## config.mk

```make
export PLATFORM = sky130hd
export DESIGN_NAME = ocec_top
export DESIGN_NICKNAME = d
export VERILOG_FILES = /design/src/design/ocec_pkg.sv /design/src/design/ocec_drv_gate.sv /design/src/design/ocec_top.sv
export SDC_FILE = /design/constraint.sdc
export NUM_CORES = 1
export LEC_CHECK = 0
export ABC_AREA = 1
export BUFFER_PORTS_ARGS = -buffer_cell sky130_fd_sc_hd__buf_4
export CAP_MARGIN = 25
export CORE_MARGIN = 4
export CORE_UTILIZATION = 45
export CTS_CLUSTER_DIAMETER = 100
export CTS_CLUSTER_SIZE = 20
export DETAILED_ROUTE_END_ITERATION = 8
export GPL_TIMING_DRIVEN = 0
export HOLD_SLACK_MARGIN = 0.08
export PLACE_DENSITY = 0.8
export SLEW_MARGIN = 20
export SYNTH_ARGS = -nofsm -noshare
export SYNTH_HDL_FRONTEND = slang
export SYNTH_SLANG_ARGS = --single-unit
```

## constraint.sdc

```tcl
create_clock -name sys_clk -period 3.3 [get_ports sys_clk]
set_clock_uncertainty 0.2 [all_clocks]
set_input_delay 0.66 -clock sys_clk [delete_from_list [all_inputs] [get_ports sys_clk]]
set_output_delay 0.66 -clock sys_clk [all_outputs]
set_load 0.03 [all_outputs]
```

## src/design/ocec_pkg.sv

```systemverilog
// package: register map, field layout and reset values of the output enable block
//
// What this block does
// - a read-write global output-enable bit sits at bit 12 of the output driver control word and resets to 1.
// - each per-output disable bit is read-write, 0 leaves the driver enabled and 1 forces it disabled.
// - a differential output with its disable bit set has both its true and complement drivers turned off.
// - a single-ended output with its disable bit set has its single driver turned off.
// - a cleared disable bit never forces a driver on; other disable sources still turn it off.
// - disable bits 11 down to 5 steer the output of the same index and reset to 0.
// - disable bits 4 down to 0 behave the same for outputs 4 to 0 and reset to 0.
package ocec_pkg;
	localparam int OCEC_NUM_OUT = 12;
	localparam int OCEC_ADDR_W = 4;
	localparam int OCEC_DATA_W = 32;
	localparam int OCEC_CTRL_W = 16;
	// word offsets (byte addresses)
	localparam logic [OCEC_ADDR_W-1:0] OCEC_OFS_CTRL = 4'h0;
	localparam logic [OCEC_ADDR_W-1:0] OCEC_OFS_MODE = 4'h4;
	localparam logic [OCEC_ADDR_W-1:0] OCEC_OFS_STAT = 4'h8;
	// field positions in the control word
	localparam int OCEC_GOE_BIT = 12;
	localparam int OCEC_DIS_LSB = 0;
	// reset values
	localparam logic OCEC_GOE_RST = 1'h1;
	localparam logic [OCEC_NUM_OUT-1:0] OCEC_DIS_RST = 12'h000;
	localparam logic [OCEC_NUM_OUT-1:0] OCEC_MODE_RST = 12'h000;
	localparam logic [OCEC_DATA_W-1:0] OCEC_UNMAPPED_RD = 32'h0000_0000;
endpackage

```

## src/design/ocec_drv_gate.sv

```systemverilog
// module: per-output enable gating for true and complement drivers
`timescale 1ns/1ps
module ocec_drv_gate
	import ocec_pkg::*;
(
	input wire logic sys_clk, // system clock
	input wire logic rst_b, // sync reset, active low
	input wire logic global_en, // global output enable
	input wire logic out_disable, // this output's disable bit
	input wire logic ext_disable, // other disable source
	input wire logic diff_mode, // 1 differential, 0 single-ended
	output logic clock_true_pin_en, // true driver enable
	output logic clock_complement_pin_en // complement driver enable
);
	logic eff_en;

	// combined enable; a clear disable bit only permits, never forces on
	assign eff_en = global_en & ~out_disable & ~ext_disable;

	// registered so driver enables never glitch on bus writes
	always_ff @(posedge sys_clk)
	begin
		if (!rst_b)
		begin
			clock_true_pin_en <= 1'b0;
			clock_complement_pin_en <= 1'b0;
		end
		else
		begin
			clock_true_pin_en <= eff_en;
			clock_complement_pin_en <= eff_en & diff_mode;
		end
	end
endmodule

```

## src/design/ocec_top.sv

```systemverilog
// module: output enable control register bank with avalon-mm slave
`timescale 1ns/1ps
module ocec_top
	import ocec_pkg::*;
(
	input wire logic sys_clk, // 100 mhz system clock
	input wire logic rst_b, // sync reset, active low
	input wire logic [ocec_pkg::OCEC_ADDR_W-1:0] avs_address, // byte address
	input wire logic avs_read, // read strobe
	input wire logic avs_write, // write strobe
	input wire logic [ocec_pkg::OCEC_DATA_W-1:0] avs_writedata, // write data
	input wire logic [3:0] avs_byteenable, // byte lanes
	output logic [ocec_pkg::OCEC_DATA_W-1:0] avs_readdata, // read data, registered
	output logic avs_waitrequest, // stall
	input wire logic [ocec_pkg::OCEC_NUM_OUT-1:0] ext_disable, // other disable sources
	output logic [ocec_pkg::OCEC_NUM_OUT-1:0] clock_true_pin_en, // true driver enables
	output logic [ocec_pkg::OCEC_NUM_OUT-1:0] clock_complement_pin_en // complement driver enables
);
	import ocec_pkg::*;

	typedef enum logic [1:0] {
		OCEC_IDLE = 2'b01,
		OCEC_DONE = 2'b10
	} ocec_state_e;

	ocec_state_e state_q;
	logic goe_q;
	logic [OCEC_NUM_OUT-1:0] dis_q;
	logic [OCEC_NUM_OUT-1:0] mode_q;
	logic req;
	logic wr_en;
	logic [OCEC_CTRL_W-1:0] ctrl_new;
	logic [OCEC_CTRL_W-1:0] mode_new;

	// merge 16 bits of new data under byte enables
	function automatic logic [OCEC_CTRL_W-1:0] merge16(input logic [OCEC_CTRL_W-1:0] old_v,
		input logic [OCEC_DATA_W-1:0] wd, input logic [3:0] be);
		logic [OCEC_CTRL_W-1:0] r;
		r = old_v;
		if (be[0])
			r[7:0] = wd[7:0];
		if (be[1])
			r[15:8] = wd[15:8];
		return r;
	endfunction

	////////////////////////////////////////////////////////////////////////
	// bus handshake: one wait cycle, answer on the second edge
	assign req = avs_read | avs_write;
	assign avs_waitrequest = req & (state_q == OCEC_IDLE);
	// write lands only at the edge that sees waitrequest low, as the master expects
	assign wr_en = avs_write & (state_q == OCEC_DONE);

	// merged words; a function result cannot be indexed in place
	assign ctrl_new = merge16({3'h0, goe_q, dis_q}, avs_writedata, avs_byteenable);
	assign mode_new = merge16({4'h0, mode_q}, avs_writedata, avs_byteenable);

	always_ff @(posedge sys_clk)
	begin
		if (!rst_b)
			state_q <= OCEC_IDLE;
		else
		begin
			unique case (state_q)
				OCEC_IDLE:
					if (req)
						state_q <= OCEC_DONE;
				OCEC_DONE:
					state_q <= OCEC_IDLE;
			endcase
		end
	end

	////////////////////////////////////////////////////////////////////////
	// control word: global enable and per-output disables
	always_ff @(posedge sys_clk)
	begin
		if (!rst_b)
		begin
			goe_q <= OCEC_GOE_RST;
			dis_q <= OCEC_DIS_RST;
		end
		else if (wr_en && avs_address == OCEC_OFS_CTRL)
		begin
			goe_q <= ctrl_new[OCEC_GOE_BIT];
			dis_q <= ctrl_new[OCEC_DIS_LSB +: OCEC_NUM_OUT];
		end
	end

	// driver format per output: 1 differential, 0 single-ended cmos
	always_ff @(posedge sys_clk)
	begin
		if (!rst_b)
			mode_q <= OCEC_MODE_RST;
		else if (wr_en && avs_address == OCEC_OFS_MODE)
			mode_q <= mode_new[OCEC_NUM_OUT-1:0];
	end

	////////////////////////////////////////////////////////////////////////
	// read data captured on the stall cycle; reserved bits read zero
	always_ff @(posedge sys_clk)
	begin
		if (!rst_b)
			avs_readdata <= OCEC_UNMAPPED_RD;
		else if (avs_read && state_q == OCEC_IDLE)
		begin
			unique case (avs_address)
				OCEC_OFS_CTRL:
					avs_readdata <= {19'h0_0000, goe_q, dis_q};
				OCEC_OFS_MODE:
					avs_readdata <= {20'h0_0000, mode_q};
				OCEC_OFS_STAT:
					avs_readdata <= {4'h0, clock_complement_pin_en, 4'h0, clock_true_pin_en};
				default:
					avs_readdata <= OCEC_UNMAPPED_RD;
			endcase
		end
	end

	////////////////////////////////////////////////////////////////////////
	// one gate per output, indexed to match its disable bit
	for (genvar i = 0; i < OCEC_NUM_OUT; i++)
	begin : g_out
		ocec_drv_gate u_gate (
			.sys_clk(sys_clk),
			.rst_b(rst_b),
			.global_en(goe_q),
			.out_disable(dis_q[i]),
			.ext_disable(ext_disable[i]),
			.diff_mode(mode_q[i]),
			.clock_true_pin_en(clock_true_pin_en[i]),
			.clock_complement_pin_en(clock_complement_pin_en[i])
		);
	end
endmodule

```

# Word-level counts from Yosys, hierarchy flattened
# Index checks and enable logic that the tools add are counted.
[classes] n_mux=3 reduce_logical=8 n_eq_ne=5 n_bitwise=63
[op_table] op="28-bit case mux with 3 select lines" count=1
[op_table] op="1-bit bitwise AND" count=38
[op_table] op="1-bit NOT" count=24
[op_table] op="2-bit AND reduction" count=4
[op_table] op="4-bit by 3-bit == test with 1-bit output, second input constant" count=1
[op_table] op="4-bit == test, second input constant" count=1
[op_table] op="4-bit zero test" count=1
[op_table] op="2-bit case mux with 2 select lines" count=1
[op_table] op="1-bit logical AND" count=3
[op_table] op="2-bit by 1-bit == test with 1-bit output, second input constant" count=1
[op_table] op="2-bit == test, second input constant" count=1
[op_table] op="2-bit two-way mux" count=1
[op_table] op="2-bit inequality test, second input constant" count=1
[op_table] op="1-bit bitwise OR" count=1
[totals] out_inout_bits=57 ff_bits=83 inputBits=56 elab_cells=110

# Depth between registers and ports, before layout
[depth] word_depth=4 ltp_mapped=8 depth_no_buf=7

# Modules after synthesis
# From an unflattened synthesis, not the netlist that was laid out.
[hier_totals] hier_cells=418 area_unflattened_um2=3146.8
[modules_own_cells] module="ocec_top" n_inst=1 area_each_um2=2321.0 cells_per_inst=310
[modules_own_cells] module="ocec_drv_gate" n_inst=12 area_each_um2=68.8 cells_per_inst=9

# Least setup slack after synthesis
# No wires, ideal clock.
[synth_timing] path_kind="input to output" startpoint="input avs_read" endpoint="output avs_waitrequest" stages=2 slack_ns=1.223 t_arrival_ns=1.217 cell_sequence="inv_1 -> a21oi_1"
[synth_via] elab_chain_cells=2
[synth_lines] item="start: declaration" line="ocec_top.sv:9" text="input wire logic avs_read,"
[synth_lines] item="1-bit bitwise OR" line="ocec_top.sv:49" text="assign req = avs_read | avs_write;"
[synth_lines] item="1-bit bitwise AND" line="ocec_top.sv:50" text="assign avs_waitrequest = req & (state_q == OCEC_IDLE);"
[synth_lines] item="end: declaration" line="ocec_top.sv:14" text="output logic avs_waitrequest,"
# Every way passes these cells.

# Worst setup path after layout
[layout_timing] startpoint="register state_q[1]" endpoint="output avs_waitrequest"
[layout_via] elab_chain_cells=2
[layout_lines] item="start: declaration" line="ocec_top.sv:26" text="ocec_state_e state_q;"
[layout_lines] item="start signal: assignment" line="ocec_top.sv:61" text="state_q <= OCEC_IDLE;"
[layout_lines] item="start signal: assignment" line="ocec_top.sv:67" text="state_q <= OCEC_DONE;"
[layout_lines] item="start signal: assignment" line="ocec_top.sv:69" text="state_q <= OCEC_IDLE;"
[layout_lines] item="2-bit by 1-bit == test with 1-bit output" line="ocec_top.sv:50"
[layout_lines] item="1-bit bitwise AND" line="ocec_top.sv:50"
# Every way passes these cells.

==> impl_metrics.csv <==
group,metric,value,unit
setup_path,cp_top_family,"flip-flops",
global_route,met2_usage,0.315,
detailed_routing,vias_per_cell,4.76,
timing,finalSetupViolations,0,
timing,final_hold_viol_count,0,
floorplan,fp.dieH,92.4,um
power_and_ir_drop,clock_power_share,0.362,
placed_design,dp_cells,589,
timing,holdWs,263,ps
cts,root_buffer,"clkbuf_8",
final_layout,antenna_cells,0,
final_layout,final_util,0.603,
timing,fin_crit_sh,0.603,
detailed_routing,drtIter0Drc,213,
setup_path,cp_slowest_stage_delay,330,ps
setup_path,worstSetupPathType,"reg -> out",
timing,worst_pin_slew,673,ps
power_and_ir_drop,power.switching,479,uW
floorplan,die_area,0.00854,mm2
timing,slew_headroom,0.551,
final_layout,drive_gt1_frac,0.346,
min_path,worstHoldPathType,"reg -> reg",
detailed_routing,num_vias,2878,
final_layout,mostFrequentLayoutCell,"buf_4",
global_route,grt_pass1_vias,2797,
setup_path,worst_setup_path_end_kind,"output port",
detailed_routing,wire_per_inst,13.6,um
detailed_routing,drt_wl_total,8250,um
final_layout,nets,560,
final_layout,most-common-layout-cells,"buf_4, nand2_1, dfxtp_1, nand3_1, a21oi_1",
yosys,syn_area_per_cell,7.92,um2
cts,cts_tree,"yes",
global_route,grt_use_met1,0.262,
placed_design,gp_congestion,0.883,
final_layout,syn_to_final_growth,29.1,%
timing,layout_min_cycle_time,1990,ps
power_and_ir_drop,power.density,423,mW/mm2
yosys,yosys_warnings,0,
floorplan,num_rows,30,
power_and_ir_drop,combPwrFrac,0.104,
timing,fin_tns_setup,0,ps
yosys,ys_types,25,
setup_path,startpoint_type,"flop",
setup_path,cp_data_required_time,2440,ps
yosys,synth-seq-cells,76,
status,status,"finished, final reports clean",
yosys,syn_inst,405,
setup_path,crit_slowest_cell,"dfxtp_1",
detailed_routing,firstDrtPassIters,4,
global_route,grt_max_degree,15,
placed_design,numPortBuffers,82,
global_route,use_met3,0.0528,
global_route,grt_antenna_before_repair,0,
placed_design,place_hpwl,6500,um
global_route,overflow,0,
power_and_ir_drop,pwr-share-seq,0.534,
timing,drv_slew,0,
floorplan,io_pins,113,
flow_run,max-cap-violations,0,
setup_path,crit_buf_inv,2,
final_layout,fin_cells,605,
power_and_ir_drop,power.leakage,1.84,nW
global_route,top_usage_layer,"met2",
power_and_ir_drop,p_sw_frac,0.273,
cts,cts.sink_count,76,
cts,clkLatencyLatePin,350,ps
cts,cts_hold_buf,0,
detailed_routing,ant_nets,0,
floorplan,initial_core_util,0.467,
cts,postCtsResizedCells,0,
setup_path,path_cells,"inv_1 -> nand2_1 -> a21oi_1 -> buf_4",
timing,timing.fmax,0.502,GHz
floorplan,die_width,92.4,um
cts,cts_setup_buffers,0,
power_and_ir_drop,p_int,1.27,mW
yosys,ys_seq_area_frac,0.474,
setup_path,critPathMaxFanout,3,
cts,clk_path_buf_depth,2,
cts,cts_buffers,9,
timing,rsz0062_at_grt,"false",
detailed_routing,drcViolationCount,0,
cts,cts_max_level,3,
setup_path,cp_data_arrival_time,1130,ps
cts,clkTransAtPathRegs,80,ps
power_and_ir_drop,vdd_drop_max,0.000189,V
global_route,grt_pass1_wl,13500,um
floorplan,core-area,0.00687,mm2
global_route,grtUsageTotal,0.200,
yosys,syn-cell-area,0.00321,mm2
flip-flops by register name, summed over array words and instances, names as in the netlist:
signal / flops
g_out.u_gate.clock_true_pin_en: 12
dis_q: 12
goe_q: 1
avs_readdata: 25
mode_q: 12
state_q: 2
g_out.u_gate.clock_complement_pin_en: 12
routing by layer:
metal	vias up	routed length [um]	part of all wire
met1	1263	3660	0.44
met3	15	665	0.081
met5	-	0	0
met4	0	124	0.015
met2	104	3800	0.46
li1	1496	-	-
worst min-delay path, cell delays in order, from the launching register on:
cell	delay [ps]
dfxtp_1	320
nand2_2	70
a21oi_2	40
cells in the mapped netlist:
cell type / count / share of area
nor2_2: 3 / 0.0059
o31ai_1: 1 / 0.0023
clkinv_1: 1 / 0.0012
nand2_1: 81 / 0.095
nand2_2: 11 / 0.021
clkbuf_1: 6 / 0.0070
inv_2: 3 / 0.0035
dfxtp_1: 76 / 0.47
buf_4: 34 / 0.080
a21oi_1: 27 / 0.042
buf_2: 9 / 0.014
nand3_2: 1 / 0.0031
nand3_1: 65 / 0.10
nor2_4: 3 / 0.011
nor3_1: 12 / 0.019
a21oi_2: 10 / 0.027
and2_2: 1 / 0.0023
inv_1: 18 / 0.021
nor2_1: 25 / 0.029
nand4_1: 1 / 0.0020
nor4_1: 12 / 0.023
buf_1: 1 / 0.0012
nand3_4: 1 / 0.0055
conb_1: 1 / 0.0012
buf_6: 2 / 0.0070
final cells by class:
type	instances	area (um2)
sequential	76	1520
clock buffer	9	124
timing repair buffer	82	616
tap	96	120
multi-input combinational	261	1280
buffer	52	349
fill	629	2730
clock inverter	7	51.3
inverter	22	82.6
final timing paths:
| kind | cells past startpoint | end | slack (ps) | from |
|---|---|---|---|---|
| hold / removal | 2 | avs_readdata[21] | 260 | g_out[5].u_gate.clock_complement_pin_en |
| setup / recovery | 4 | avs_waitrequest | 1310 | state_q[1] |
| setup reg to reg | 6 | avs_readdata[7] | 1680 | state_q[1] |
| hold reg to reg | 2 | avs_readdata[21] | 260 | g_out[5].u_gate.clock_complement_pin_en |
power by group through the flow:
stage	Clock, mW	Combinational (mW)	Sequential (mW)
3_5_place_dp	0	0.181	0.957
6_report	0.636	0.182	0.936
4_1_cts	0.647	0.182	0.936
5_1_grt	0.690	0.197	0.938
2_1_floorplan	0	0.107	0.956
3_3_place_gp	0	0.179	0.957
per-stage QoR:
stage	total power [mW]	area [um2]	worst slack (ps)
after floorplan	1.06	3230	1220
after global placement	1.14	3970	1290
after detailed placement	1.14	3970	1260
after CTS	1.76	4140	1290
after global routing	1.82	4140	1160
final	1.75	4140	1310
cell families after synthesis:
| logic type | Yosys count | share of synthesized area |
|---|---|---|
| AND/OR/NAND/NOR | 216 | 0.318 |
| flip-flops | 76 | 0.474 |
| buffers and inverters | 74 | 0.135 |
| AO/OA/AOI/OAI | 38 | 0.0718 |
| other | 1 | 0.00117 |
Power figures use the tool's default switching activity.
